## config.mk

```make
export PLATFORM = sky130hd
export DESIGN_NAME = rf_tag_command_handler
export DESIGN_NICKNAME = d
export VERILOG_FILES = /design/src/rf_tag_pkg.sv /design/src/rf_tag_command_handler.sv
export SDC_FILE = /design/constraint.sdc
export NUM_CORES = 1
export LEC_CHECK = 0
export BUFFER_PORTS_ARGS = -buffer_cell sky130_fd_sc_hd__buf_2
export CAP_MARGIN = 20
export CORE_MARGIN = 2
export CORE_UTILIZATION = 30
export CTS_BUF_LIST = sky130_fd_sc_hd__clkbuf_16
export DETAILED_ROUTE_END_ITERATION = 6
export GPL_TIMING_DRIVEN = 0
export SLEW_MARGIN = 10
export SYNTH_ARGS = -nofsm -noshare
export SYNTH_HDL_FRONTEND = slang
export SYNTH_SLANG_ARGS = --single-unit
```

## constraint.sdc

```tcl
create_clock -name CLK -period 5.2 [get_ports CLK]
set_input_delay 0.78 -clock CLK [delete_from_list [all_inputs] [get_ports CLK]]
set_output_delay 0.78 -clock CLK [all_outputs]
set_load 0.05 [all_outputs]
```

## src/rf_tag_pkg.sv

```systemverilog
package rf_tag_pkg;

    // Command codes.
    localparam logic [7:0] CMD_INVENTORY    = 8'h01;
    localparam logic [7:0] CMD_STAY_QUIET   = 8'h02;
    localparam logic [7:0] CMD_READ_SINGLE  = 8'h20;
    localparam logic [7:0] CMD_WRITE_SINGLE = 8'h21;

    // Error codes.
    localparam logic [7:0] ERR_UNSPECIFIED  = 8'h0F;
    localparam logic [7:0] ERR_NO_BLOCK     = 8'h10;
    localparam logic [7:0] ERR_LOCKED       = 8'h12;
    localparam logic [7:0] ERR_PROG_FAIL    = 8'h13;
    localparam logic [7:0] ERR_READ_PROT    = 8'h15;

    // Response flag bytes.
    localparam logic [7:0] RSP_OK           = 8'h00;
    localparam logic [7:0] RSP_ERROR        = 8'h01;

    // Request flag bit positions.
    localparam int FLG_INVENTORY = 2;
    localparam int FLG_PROT_EXT  = 3;
    localparam int FLG_SELECT    = 4;
    localparam int FLG_ADDRESS   = 5;
    localparam int FLG_OPTION    = 6;
    localparam int FLG_AFI       = 4;
    localparam int FLG_ONE_SLOT  = 5;

    // Request byte layout, frame lengths and limits.
    localparam logic [4:0] OFS_FLAGS     = 5'h00;
    localparam logic [4:0] OFS_CMD       = 5'h01;
    localparam logic [4:0] OFS_BODY      = 5'h02;
    localparam logic [4:0] OFS_BODY_ADDR = 5'h0A;
    localparam logic [4:0] RX_DEPTH      = 5'h10;
    localparam logic [3:0] TX_INV_LEN    = 4'hA;
    localparam logic [8:0] MASK_MAX_BITS = 9'h040;
    localparam logic [7:0] AFI_ANY       = 8'h00;
    localparam logic [15:0] NUM_BLOCKS   = 16'h0800;

    // Timing at a 25 ns clock.
    localparam int CLK_PERIOD_NS           = 25;
    localparam int NOMINAL_REPLY_TIME_NS   = 320900;
    localparam int RF_WRITE_PERIOD_NS      = 302000;
    localparam int RF_WRITE_PERIODS        = 18;
    localparam int NOMINAL_REPLY_CYC       = NOMINAL_REPLY_TIME_NS / CLK_PERIOD_NS;
    localparam int RF_WRITE_CYCLE_TIME_CYC =
        RF_WRITE_PERIODS * RF_WRITE_PERIOD_NS / CLK_PERIOD_NS;

    // APB map.
    localparam logic [11:0] ADDR_CTRL   = 12'h000;
    localparam logic [11:0] ADDR_UID_LO = 12'h004;
    localparam logic [11:0] ADDR_UID_HI = 12'h008;
    localparam logic [11:0] ADDR_INFO   = 12'h00C;
    localparam logic [11:0] ADDR_STATUS = 12'h010;
    // Arbitrary identifier value.
    localparam logic [63:0] UID_RESET   = 64'h1122334455667788;
    localparam logic [7:0]  DSFID_RESET = 8'h00;
    localparam logic [7:0]  AFI_RESET   = 8'h00;

    typedef enum logic [2:0] {
        S_IDLE   = 3'b000,
        S_RECV   = 3'b001,
        S_DECODE = 3'b010,
        S_SLOT   = 3'b011,
        S_MEM    = 3'b100,
        S_WAIT   = 3'b101,
        S_SEND   = 3'b110
    } state_e;

endpackage : rf_tag_pkg

```

## src/rf_tag_command_handler.sv

```systemverilog
// Decided for this implementation: the APB register port and the register offsets.
`timescale 1ns/1ps

module rf_tag_command_handler
    import rf_tag_pkg::*;
#(
    parameter int NOMINAL_REPLY_CYC_P = NOMINAL_REPLY_CYC,      // Reply delay in cycles.
    parameter int WRITE_CYCLE_CYC_P   = RF_WRITE_CYCLE_TIME_CYC // Programming time in cycles.
)(
    input  wire logic        CLK,          // 40 MHz clock.
    input  wire logic        RST_B,        // Power-off reset, async, low.
    input  wire logic        PSEL,         // APB select.
    input  wire logic        PENABLE,      // APB enable.
    input  wire logic        PWRITE,       // APB direction.
    input  wire logic [11:0] PADDR,        // APB byte address.
    input  wire logic [31:0] PWDATA,       // APB write data.
    output logic      [31:0] PRDATA,       // APB read data.
    output logic             PREADY,       // APB ready.
    output logic             PSLVERR,      // APB error.
    input  wire logic        RX_SOF,       // Request SOF pulse.
    input  wire logic        RX_BYTE_VALID,// Request byte strobe.
    input  wire logic [7:0]  RX_BYTE,      // Request byte, CRC removed.
    input  wire logic        RX_EOF,       // Request EOF rising edge pulse.
    input  wire logic        RX_CRC_OK,    // CRC result, valid with RX_EOF.
    output logic             TX_VALID,     // Reply byte valid.
    output logic      [7:0]  TX_BYTE,      // Reply byte.
    output logic             TX_LAST,      // Last reply byte.
    input  wire logic        TX_READY,     // Modulator takes byte.
    output logic             MEM_REQ,      // Memory request.
    output logic             MEM_WE,       // Memory write.
    output logic      [15:0] MEM_ADDR,     // Block number.
    output logic      [31:0] MEM_WDATA,    // Block write data.
    input  wire logic        MEM_ACK,      // Memory done pulse.
    input  wire logic [31:0] MEM_RDATA,    // Block read data.
    input  wire logic [7:0]  MEM_SEC,      // Sector security status.
    input  wire logic        MEM_FAIL,     // Memory refused or failed.
    input  wire logic [7:0]  MEM_ERR_CODE, // Error code on failure.
    output logic             ACT_PIN_O,    // Activity pin level.
    output logic             ACT_PIN_OE    // Activity pin drive enable.
);

    typedef struct packed {
        state_e          st;
        logic [15:0][7:0] rx;
        logic [4:0]      rx_cnt;
        logic            rx_ovf;
        logic            crc_ok;
        logic [9:0][7:0] tx;
        logic [3:0]      tx_cnt;
        logic [17:0]     tmr;
        logic            wr_long;
        logic            quiet;
        logic            wip_mode;
        logic [63:0]     uid;
        logic [7:0]      dsfid;
        logic [7:0]      afi;
        logic [63:0]     mask;
        logic [6:0]      mlen;
        logic            slots16;
        logic [3:0]      sn;
        logic            option;
        logic            mem_req;
        logic            mem_we;
        logic [15:0]     blk;
        logic [31:0]     wdata;
        logic [7:0]      last_err;
        logic [31:0]     prdata;
        logic            act_oe;
    } state_s;

    localparam logic [17:0] T1_CYC  = 18'(NOMINAL_REPLY_CYC_P);
    localparam logic [17:0] TWR_CYC = 18'(NOMINAL_REPLY_CYC_P + WRITE_CYCLE_CYC_P);

    state_s st_r;
    state_s st_nxt;

    logic [7:0]  flags;
    logic [7:0]  cmd;
    logic        addressed;
    logic [4:0]  bpos;
    logic [4:0]  ipos;
    logic [7:0]  imlen;
    logic [63:0] imask;
    logic [63:0] req_uid;
    logic [15:0] req_blk;
    logic [31:0] req_data;
    logic [8:0]  inv_need;
    logic        afi_ok;
    logic        addr_ok;

    ////////////////////////////////////////////////////////////////////////////////

    function automatic logic slot_match(logic [63:0] uid, logic [63:0] m, logic [6:0] ml,
                                        logic s16, logic [3:0] sn);
        logic [63:0] lm;
        lm = (ml[6]) ? '1 : ((64'h1 << ml) - 64'h1);
        return (((uid ^ m) & lm) == '0) && (!s16 || (4'(uid >> ml) == sn));
    endfunction : slot_match

    function automatic logic [9:0][7:0] inv_reply(logic [7:0] dsfid, logic [63:0] uid);
        logic [9:0][7:0] t;
        t[0] = RSP_OK;
        t[1] = dsfid;
        for (int i = 0; i < 8; i++)
        begin
            t[i + 2] = uid[8 * i +: 8];
        end
        return t;
    endfunction : inv_reply

    ////////////////////////////////////////////////////////////////////////////////

    always_comb
    begin
        flags     = st_r.rx[OFS_FLAGS[3:0]];
        cmd       = st_r.rx[OFS_CMD[3:0]];
        addressed = flags[FLG_ADDRESS];
        bpos      = addressed ? OFS_BODY_ADDR : OFS_BODY;
        ipos      = flags[FLG_AFI] ? OFS_BODY + 5'h01 : OFS_BODY;
        imlen     = st_r.rx[ipos[3:0]];
        for (int i = 0; i < 8; i++)
        begin
            imask[8 * i +: 8]   = st_r.rx[4'(ipos + 5'(i) + 5'h01)];
            req_uid[8 * i +: 8] = st_r.rx[4'(OFS_BODY + 5'(i))];
        end
        req_blk  = {st_r.rx[4'(bpos + 5'h01)], st_r.rx[bpos[3:0]]};
        req_data = {st_r.rx[4'(bpos + 5'h05)], st_r.rx[4'(bpos + 5'h04)],
                    st_r.rx[4'(bpos + 5'h03)], st_r.rx[4'(bpos + 5'h02)]};
        inv_need = 9'(ipos) + 9'h001 + ((9'(imlen) + 9'h007) >> 3);
        afi_ok   = !flags[FLG_AFI] || (st_r.rx[OFS_BODY[3:0]] == AFI_ANY)
                   || (st_r.rx[OFS_BODY[3:0]] == st_r.afi);
        // Select state is not kept here, so a select-only request is never ours.
        addr_ok  = !flags[FLG_SELECT] && (addressed ? (req_uid == st_r.uid) : !st_r.quiet);
    end

    ////////////////////////////////////////////////////////////////////////////////

    always_comb
    begin
        st_nxt = st_r;
        if (st_r.tmr != '1)
        begin
            st_nxt.tmr = st_r.tmr + 18'h00001;
        end
        if (PSEL && !PENABLE)
        begin
            unique case (PADDR)
                ADDR_CTRL:   st_nxt.prdata = {31'h0, st_r.wip_mode};
                ADDR_UID_LO: st_nxt.prdata = st_r.uid[31:0];
                ADDR_UID_HI: st_nxt.prdata = st_r.uid[63:32];
                ADDR_INFO:   st_nxt.prdata = {16'h0, st_r.afi, st_r.dsfid};
                ADDR_STATUS: st_nxt.prdata = {16'h0, st_r.last_err, 4'h0, st_r.st, st_r.quiet};
                default:     st_nxt.prdata = '0;
            endcase
        end
        if (PSEL && PENABLE && PWRITE)
        begin
            unique case (PADDR)
                ADDR_CTRL:   st_nxt.wip_mode = PWDATA[0];
                ADDR_UID_LO: st_nxt.uid[31:0] = PWDATA;
                ADDR_UID_HI: st_nxt.uid[63:32] = PWDATA;
                ADDR_INFO:   {st_nxt.afi, st_nxt.dsfid} = PWDATA[15:0];
                default:     st_nxt.last_err = st_r.last_err;
            endcase
        end

        unique case (st_r.st)
            S_IDLE, S_SLOT:
            begin
                if (RX_SOF)
                begin
                    st_nxt.st     = S_RECV;
                    st_nxt.rx_cnt = '0;
                    st_nxt.rx_ovf = 1'b0;
                end
                else if (RX_EOF && st_r.st == S_SLOT && st_r.sn != 4'hF)
                begin
                    st_nxt.sn  = st_r.sn + 4'h1;
                    st_nxt.tmr = '0;
                    if (slot_match(st_r.uid, st_r.mask, st_r.mlen, 1'b1, st_r.sn + 4'h1))
                    begin
                        st_nxt.tx      = inv_reply(st_r.dsfid, st_r.uid);
                        st_nxt.tx_cnt  = TX_INV_LEN;
                        st_nxt.wr_long = 1'b0;
                        st_nxt.st      = S_WAIT;
                    end
                end
            end
            S_RECV:
            begin
                if (RX_BYTE_VALID)
                begin
                    if (st_r.rx_cnt == RX_DEPTH)
                    begin
                        st_nxt.rx_ovf = 1'b1;
                    end
                    else
                    begin
                        st_nxt.rx[st_r.rx_cnt[3:0]] = RX_BYTE;
                        st_nxt.rx_cnt = st_r.rx_cnt + 5'h01;
                    end
                end
                if (RX_EOF)
                begin
                    st_nxt.st     = S_DECODE;
                    st_nxt.tmr    = '0;
                    st_nxt.crc_ok = RX_CRC_OK;
                end
            end
            S_DECODE:
            begin
                st_nxt.st      = S_IDLE;
                st_nxt.wr_long = 1'b0;
                st_nxt.option  = flags[FLG_OPTION];
                st_nxt.tx[0]   = RSP_ERROR;
                st_nxt.tx_cnt  = 4'h2;
                if (!st_r.crc_ok || st_r.rx_ovf || st_r.rx_cnt < OFS_BODY)
                begin
                    st_nxt.st = S_IDLE;
                end
                else if (flags[FLG_INVENTORY])
                begin
                    // A quiet tag drops every inventory request.
                    if (!st_r.quiet && cmd == CMD_INVENTORY && afi_ok
                        && 9'(imlen) <= MASK_MAX_BITS && 9'(st_r.rx_cnt) == inv_need)
                    begin
                        st_nxt.mask    = imask;
                        st_nxt.mlen    = imlen[6:0];
                        st_nxt.slots16 = !flags[FLG_ONE_SLOT];
                        st_nxt.sn      = 4'h0;
                        if (slot_match(st_r.uid, imask, imlen[6:0], !flags[FLG_ONE_SLOT], 4'h0))
                        begin
                            st_nxt.tx     = inv_reply(st_r.dsfid, st_r.uid);
                            st_nxt.tx_cnt = TX_INV_LEN;
                            st_nxt.st     = S_WAIT;
                        end
                        else if (!flags[FLG_ONE_SLOT])
                        begin
                            st_nxt.st = S_SLOT;
                        end
                    end
                end
                else if (addr_ok)
                begin
                    if (cmd == CMD_STAY_QUIET)
                    begin
                        if (addressed && st_r.rx_cnt == OFS_BODY_ADDR)
                        begin
                            st_nxt.quiet = 1'b1;
                        end
                    end
                    else if (cmd == CMD_READ_SINGLE || cmd == CMD_WRITE_SINGLE)
                    begin
                        st_nxt.st = S_WAIT;
                        if (!flags[FLG_PROT_EXT] || st_r.rx_cnt != bpos +
                            ((cmd == CMD_WRITE_SINGLE) ? 5'h06 : 5'h02))
                        begin
                            st_nxt.tx[1]    = ERR_UNSPECIFIED;
                            st_nxt.last_err = ERR_UNSPECIFIED;
                        end
                        else if (req_blk >= NUM_BLOCKS)
                        begin
                            st_nxt.tx[1]    = ERR_NO_BLOCK;
                            st_nxt.last_err = ERR_NO_BLOCK;
                        end
                        else
                        begin
                            st_nxt.st      = S_MEM;
                            st_nxt.mem_req = 1'b1;
                            st_nxt.mem_we  = (cmd == CMD_WRITE_SINGLE);
                            st_nxt.wr_long = (cmd == CMD_WRITE_SINGLE);
                            st_nxt.blk     = req_blk;
                            st_nxt.wdata   = req_data;
                        end
                    end
                end
            end
            S_MEM:
            begin
                if (MEM_ACK)
                begin
                    st_nxt.mem_req = 1'b0;
                    st_nxt.st      = S_WAIT;
                    if (MEM_FAIL)
                    begin
                        st_nxt.tx[0]    = RSP_ERROR;
                        st_nxt.tx[1]    = MEM_ERR_CODE;
                        st_nxt.tx_cnt   = 4'h2;
                        st_nxt.last_err = MEM_ERR_CODE;
                    end
                    else if (st_r.mem_we)
                    begin
                        st_nxt.tx[0]  = RSP_OK;
                        st_nxt.tx_cnt = 4'h1;
                    end
                    else
                    begin
                        st_nxt.tx[0] = RSP_OK;
                        st_nxt.tx[1] = {3'h0, MEM_SEC[4:0]};
                        for (int i = 0; i < 4; i++)
                        begin
                            st_nxt.tx[4'(i + 1) + 4'(st_r.option)] = MEM_RDATA[8 * i +: 8];
                        end
                        st_nxt.tx_cnt = st_r.option ? 4'h6 : 4'h5;
                    end
                end
            end
            S_WAIT:
            begin
                // Replies leave only after the nominal delay, writes that reach the memory after programming too.
                if (st_r.tmr >= (st_r.wr_long ? TWR_CYC : T1_CYC))
                begin
                    st_nxt.st = S_SEND;
                end
            end
            S_SEND:
            begin
                if (TX_READY)
                begin
                    st_nxt.tx     = {8'h00, st_r.tx[9:1]};
                    st_nxt.tx_cnt = st_r.tx_cnt - 4'h1;
                    if (st_r.tx_cnt == 4'h1)
                    begin
                        st_nxt.st = S_IDLE;
                    end
                end
            end
            default:
            begin
                st_nxt.st = S_IDLE;
            end
        endcase

        // Busy mode holds the pin low for every live command, a pending slot included.
        st_nxt.act_oe = st_nxt.wip_mode
                      ? (st_nxt.wr_long && (st_nxt.st == S_MEM || st_nxt.st == S_WAIT))
                      : (st_nxt.st != S_IDLE);
    end

    ////////////////////////////////////////////////////////////////////////////////

    always_ff @(posedge CLK or negedge RST_B)
    begin
        if (!RST_B)
        begin
            st_r       <= '0;
            st_r.st    <= S_IDLE;
            st_r.tmr   <= '1;
            st_r.uid   <= UID_RESET;
            st_r.dsfid <= DSFID_RESET;
            st_r.afi   <= AFI_RESET;
            st_r.quiet <= 1'b0;
        end
        else
        begin
            st_r <= st_nxt;
        end
    end

    assign PRDATA     = st_r.prdata;
    assign PREADY     = 1'b1;
    assign PSLVERR    = PSEL && PENABLE && (PADDR != ADDR_CTRL) && (PADDR != ADDR_UID_LO)
                        && (PADDR != ADDR_UID_HI) && (PADDR != ADDR_INFO)
                        && (PWRITE || PADDR != ADDR_STATUS);
    assign TX_VALID   = (st_r.st == S_SEND);
    assign TX_BYTE    = st_r.tx[0];
    assign TX_LAST    = (st_r.st == S_SEND) && (st_r.tx_cnt == 4'h1);
    assign MEM_REQ    = st_r.mem_req;
    assign MEM_WE     = st_r.mem_we;
    assign MEM_ADDR   = st_r.blk;
    assign MEM_WDATA  = st_r.wdata;
    assign ACT_PIN_O  = 1'b0;
    assign ACT_PIN_OE = st_r.act_oe;

    ////////////////////////////////////////////////////////////////////////////////

    a_reply_delay: assert property (@(posedge CLK) disable iff (!RST_B)
        $rose(TX_VALID) |-> st_r.tmr > T1_CYC)
        else $error("Reply started before the nominal delay.");

    a_write_hold: assert property (@(posedge CLK) disable iff (!RST_B)
        $rose(TX_VALID) && st_r.wr_long |-> st_r.tmr > TWR_CYC)
        else $error("Write reply before programming time.");

    a_quiet_drop: assert property (@(posedge CLK) disable iff (!RST_B)
        st_r.st == S_DECODE && st_r.quiet && flags[FLG_INVENTORY] |=> st_r.st == S_IDLE)
        else $error("Quiet tag acted on inventory.");

    a_quiet_silent: assert property (@(posedge CLK) disable iff (!RST_B)
        st_r.st == S_DECODE && !flags[FLG_INVENTORY] && cmd == CMD_STAY_QUIET
        |=> st_r.st == S_IDLE ##1 !TX_VALID)
        else $error("Stay quiet produced a reply.");

    a_inv_crc_err: assert property (@(posedge CLK) disable iff (!RST_B)
        st_r.st == S_DECODE && !st_r.crc_ok |=> st_r.st == S_IDLE [*2])
        else $error("Errored request was not dropped.");

    a_inv_len: assert property (@(posedge CLK) disable iff (!RST_B)
        $rose(st_r.st == S_WAIT) && $past(flags[FLG_INVENTORY]) |-> st_r.tx_cnt == TX_INV_LEN)
        else $error("Inventory reply has wrong length.");

    a_busy_pin: assert property (@(posedge CLK) disable iff (!RST_B)
        !st_r.wip_mode && !$past(st_r.wip_mode) && TX_VALID |-> ACT_PIN_OE && !ACT_PIN_O)
        else $error("Busy pin released during reply.");

    a_wip_release: assert property (@(posedge CLK) disable iff (!RST_B)
        st_r.wip_mode && $past(st_r.wip_mode) && (st_r.st == S_SLOT || TX_VALID) |-> !ACT_PIN_OE)
        else $error("Write-progress pin driven outside programming.");

    a_wip_low: assert property (@(posedge CLK) disable iff (!RST_B)
        st_r.wip_mode && st_r.st == S_MEM && st_r.mem_we && $stable(st_r.wip_mode)
        |-> ACT_PIN_OE)
        else $error("Write-progress pin idle during programming.");

    a_pe_error: assert property (@(posedge CLK) disable iff (!RST_B)
        st_r.st == S_DECODE && st_r.crc_ok && !st_r.rx_ovf && addr_ok && !flags[FLG_INVENTORY]
        && !flags[FLG_PROT_EXT] && cmd == CMD_READ_SINGLE && st_r.rx_cnt >= OFS_BODY
        |=> st_r.st == S_WAIT && st_r.tx[0] == RSP_ERROR)
        else $error("Missing error reply for clear extension flag.");

endmodule : rf_tag_command_handler

```

Yosys cells after proc, flatten, opt, wreduce, memory -nomap -nowiden:

Cells that the tools add are included.

* flip-flop bits (word level): 490
* bits in latches: 0
* memory bits (writable): 0
* ROM bits: 0
* input bits: 112
* output and inout bits: 96
* word-level logic and storage cells: 391
* memories: 0

* $add $sub $neg: 33
* multipliers: 0
* divide/modulo/power cells: 0
* order comparisons: 29
* equal/unequal tests: 60
* shift-type cells: 4
* mux-type cells: 137
* bitwise gates (word level): 10
* reduce and logical (&&, ||, !) cells: 68

Operators with widths (number)
* $mux 84: 6
* $bmux 8 s4: 15
* $pmux 84 s4: 1
* $bwmux 80: 4
* $mux 58: 5
* $mux 64: 4
* $mux 8: 28
* $mux 103: 2
* $demux 8 s4: 5
* $pmux 32 s5: 1
* $and 64x64->64: 2
* $bwmux 128: 1
* $logic_not 64->1: 2
* $shl 1x7->64 const A: 2
* $shr 64x7->4: 2
* $sub 64x1->64 const B: 2
* $xor 64x64->64: 2
* $mux 50: 2
* $mux 81: 1
* $lt 4x5->1 const B: 16
* $mux 72: 1
* $eq 64x64->1: 1
* $mux 32: 2
* $mux 18: 3
* 85 further kinds: 231

Longest topological paths before layout:

* word-level depth: 18
* gate-level depth with buffers: 24
* gate-level depth less buffers: 16

Least setup slack after synthesis:

OpenSTA, ideal clock, no wires.

* path kind: flip-flop to flip-flop
* start: register st_r[97] (netlist name)
* end: register st_r[281] (netlist name)
* setup time: 79 ps
* data arrival time: 4645 ps
* required time: 5121 ps
* setup slack: 475 ps
* cell stages (with the launch flop): 23
* path buffers: 8
* period minus slack after synthesis: 4725 ps
* path through: dfrtp_1 > buf_4 > buf_4 > buf_2 > buf_2 > buf_1 > nand3_1 > ha_1 > inv_1 > clkbuf_1 > a211oi_1 > o21ai_0 > nand3_1 > a222oi_1 > nand4b_1 > or4_1 > nand4b_1 > and2_1 > buf_2 > a221oi_1 > and2_1 > buf_4 > mux2i_1

* word-level cells in the longest chain between the ends: 8
* elaborated cells on any way between the ends: 10
* classes of those cells: add/sub (1); eq/ne (2); shift (2); mux (1); bitwise (1); reduce/logical (3)

Ends and longest elaborated chain
* start, declared: RTL line rf_tag_command_handler.sv:74 `state_s st_r;`
* start signal, assigned: RTL line rf_tag_command_handler.sv:356 `st_r <= st_nxt;`
* $shl 1x7->64: RTL line rf_tag_command_handler.sv:96 `lm = (ml[6]) ? '1 : ((64'h1 << ml) - 64'h1);`
* $sub 64x1->64: RTL line rf_tag_command_handler.sv:96
* $mux 64: RTL line rf_tag_command_handler.sv:96
* $and 64x64->64: RTL line rf_tag_command_handler.sv:97 `return (((uid ^ m) & lm) == '0) && (!s16 || (4'(uid >> ml) == sn));`
* $logic_not 64->1: RTL line rf_tag_command_handler.sv:97
* $logic_and 1x1->1 (*): RTL line rf_tag_command_handler.sv:97
* $ne 2x2->1 (no source line) (*)
* $reduce_and 14->1 (no source line) (*)

Mark *: on every way between the ends. The rest lies on a longest branch, timed or not.
A chain may end at the register's enable or synchronous reset.

Worst setup path after layout:

* start: register st_r[99] (netlist name)
* end: register st_r[292] (netlist name)

* word-level cells in the longest chain between the ends: 8
* elaborated cells on any way between the ends: 10
* classes of those cells: add/sub (1); eq/ne (2); shift (2); mux (1); bitwise (1); reduce/logical (3)

Ends and longest elaborated chain (RTL line)
* $shl 1x7->64: rf_tag_command_handler.sv:96
* $sub 64x1->64: rf_tag_command_handler.sv:96
* $mux 64: rf_tag_command_handler.sv:96
* $and 64x64->64: rf_tag_command_handler.sv:97
* $logic_not 64->1: rf_tag_command_handler.sv:97
* $logic_and 1x1->1 (*): rf_tag_command_handler.sv:97
* $ne 2x2->1 (no source line) (*)
* $reduce_and 12->1 (no source line) (*)

Marks and branches as above.

==> results.cfg <==
[run_status]
status = finished, violations left
violations = design-rule violations, negative setup slack

[synthesis]
synth_area_leader_cell = dfrtp_1
synth.top_cell.area_share_pct = 33.0
synth-simple-area-share_pct = 14.5
synth_area_leaders = dfrtp_1 33%, mux2_2 8.2%, mux2i_1 6.6%
synth_xor_xnor_area_share_pct = 6.67
synth_fa_ha_area_share_pct = 0.819
synth_edf_count = 0
yosysWarnings = 0
synth_common_cells = 443 x dfrtp_1, 403 x nand2_1, 244 x mux2_2, 224 x o21ai_0, 223 x mux2i_1
avgSynthCellArea_um2 = 9.40
ys_seq_area_share_pct = 36.4
synth.distinct_cells = 100
synth_top_flop_cell = dfrtp_1
synth-compound-area-share_pct = 16.4
syn-instance-count = 3577
syn_nets = 3711
synth_top_family_by_area = multiplexers
synth_mux_area_share_pct = 18.3
netlist_area_mm2 = 0.0336
synth.ff_latch_count = 487
async_reset_ff_share_pct = 100
synth.most_common_cell = dfrtp_1

[worst_setup_path]
r2r-start = st_r[99]
cp_max_fo = 10
r2r_slack_ns = -0.06
cp-start-kind = flop
cp-end-kind = flop
worst_ep_arrival_time_ns = 5.77
crit_start = st_r[99]
required_ns = 5.71
crit_type = reg2reg

[pwr]
p_per_area_mw_per_mm2 = 440
power.switching_mw = 7.95
combPwrFrac_pct = 48.8
vdd_ir_drop_max_uv = 329
swShare_pct = 45.2
p_clk_share_pct = 23.8
p_leak_nw = 16.8
seq_power_share_pct = 27.4
intPower_mw = 9.63

[clock_network]
cts.path.max_buffers = 3
htree_levels = 2
tritoncts = done
numCtsBuffers = 54
cts.clk_slew.worst_paths_ns = 0.07
clock_latency_ns = 0.66
clk_root_buffer_cell = clkbuf_16
clock_sinks = 487

[grt]
grt_usage_pct = 29.2
grt_max_degree = 111
grt_pass1_vias = 31500
grt_remaining_overflow = 0
grt_pass1_wl_um = 242000
antenna_found_initial = 5

[placement]
placedCellCount = 5299
gp_congestion = 1.04
dpl.hpwl_um = 132000
port_buffers = 201
place_ws_ns = -2.17

[worst_hold_path]
hold_class = in2reg
hp-start = MEM_ACK

[die]
die_h_um = 339
io_pins = 208
die_x_um = 339
rows = 122
initial_utilization_pct = 30.3
core-area_mm2 = 0.111
dieArea_mm2 = 0.115

[sta]
setup_tns_ns = -1.52
drv_slew = 0
fin_ws_ns = -0.0596
period_needed_ns = 5.26
max_freq_mhz = 190
rsz0062_at_grt = yes
fin_crit_sh_pct = 101
max_slew_margin_pct = 8.62
tightest_slew_ns = 1.37
skew_ns = 0.0186
finalSetupViolations = 51
finalHoldViolCount = 0

[layout]
final_core_util_pct = 36.0
fillers = 11400
drive_gt1_share_pct = 26.1
nets = 4029
area_growth_pct = 18.9
finalNonFillerCells = 5430

[route]
via_count = 33000
routedWlPerCell_um = 32.1
viasPerCell = 6.07
dr.pass1.iters = 7
drt_iter0_drc = 4588
postRouteAntennaNets = 0
wl_um = 174000
drc = 104

[job]
maxCapViolations = 0
## critical path, stage by stage, from the launching register on
cell and delay (ns):
dfrtp_2 0.44, buf_8 0.19, buf_6 0.20, nor2_2 0.06, clkbuf_8 0.15, nand3_2 0.08
ha_4 0.19, o211ai_1 0.18, nor3_4 0.30, a41oi_2 0.20, a222oi_1 0.83, nand4b_1 0.30
or4_4 0.59, nand4b_1 0.20, buf_6 0.18, and2_4 0.17, nand3b_1 0.30, buf_6 0.23
buf_6 0.16, mux2i_1 0.13
## what timing repair did
action	in CTS	in global routing
endpoints found under the hold margin	7	0
gates resized for setup	132	112
setup buffers	31	4
hold buffers	1	0
pin swaps	21	13
setup endpoints to repair	184	169
gates cloned	1	0
## per-layer routing
metal	vias up	routed length, um	global-route usage, %
met1	16400	70000	38.6
met4	8	11800	16.1
met5	-	50	0
met2	2308	72400	43.1
li1	13700	-	-
met3	560	20000	8.03
## power by group through the flow
stage	Sequential [mW]	Clock, mW	Combinational [mW]
final	4.81	4.19	8.58
after global routing	4.84	4.37	8.89
after CTS	4.76	4.22	8.13
after detailed placement	4.80	0	7.80
after global placement	4.80	0	7.83
after floorplan	4.58	0	5.08
## through the flow
step                      hold WS [ns]  area, um^2  total power [mW]
final                            0.352       40000              17.6
after floorplan                  0.433       33600              9.67
after global placement           0.465       36500              12.6
after global routing             0.376       40000              18.1
after CTS                        0.346       39600              17.1
after detailed placement         0.472       37100              12.6
## worst paths after layout
kind / to / cells after the start
max in group asynchronous: st_r[202] / 5
hold / removal: MEM_REQ / 2
setup / recovery: st_r[292] / 19
hold reg to reg: TX_BYTE[7] / 2
setup reg to reg: st_r[292] / 19
min in group asynchronous: req_uid[7] / 2
## flip-flops by register name (all words and copies together), names as in the netlist
signal / cells
MEM_WDATA: 32
PRDATA: 32
st_r: 319
cmd: 8
ACT_PIN_OE: 1
MEM_REQ: 1
MEM_WE: 1
MEM_ADDR: 16
flags: 5
TX_BYTE: 8
req_uid: 64
## layout make-up
class	count	area (um^2)	share of cell area, %
Multi-Input combinational cell	2610	19500	48.8
Clock inverter	47	542	1.36
Sequential cell	487	12200	30.6
Inverter	72	273	0.682
Timing Repair Buffer	272	1850	4.64
Clock buffer	54	1350	3.38
Buffer	398	2320	5.79
Tap cell	1488	1860	4.66
Antenna cell	2	5.00	0.0125
## cell families (layout without fill, tap and decap cells)
family,after synthesis,after routing
simple gates,999,999
compound gates,810,810
mux,521,521
flops,487,487
buf+inv,480,843
xor+xnor,256,256
fa+ha+maj,22,22
other cells,2,4
## cell usage in the layout (no fill, tap or decap), types with 74 or more instances in the layout
cell type and n:
dfrtp_1 439, clkbuf_1 156, nor2_1 169, o21ai_0 223, mux2_2 244, nand3_1 97, a21oi_1 120, mux2i_1 203
xnor2_1 174, buf_4 145, nand2_1 399, xor2_1 74, buf_2 236
Power figures use the tool's default switching activity.
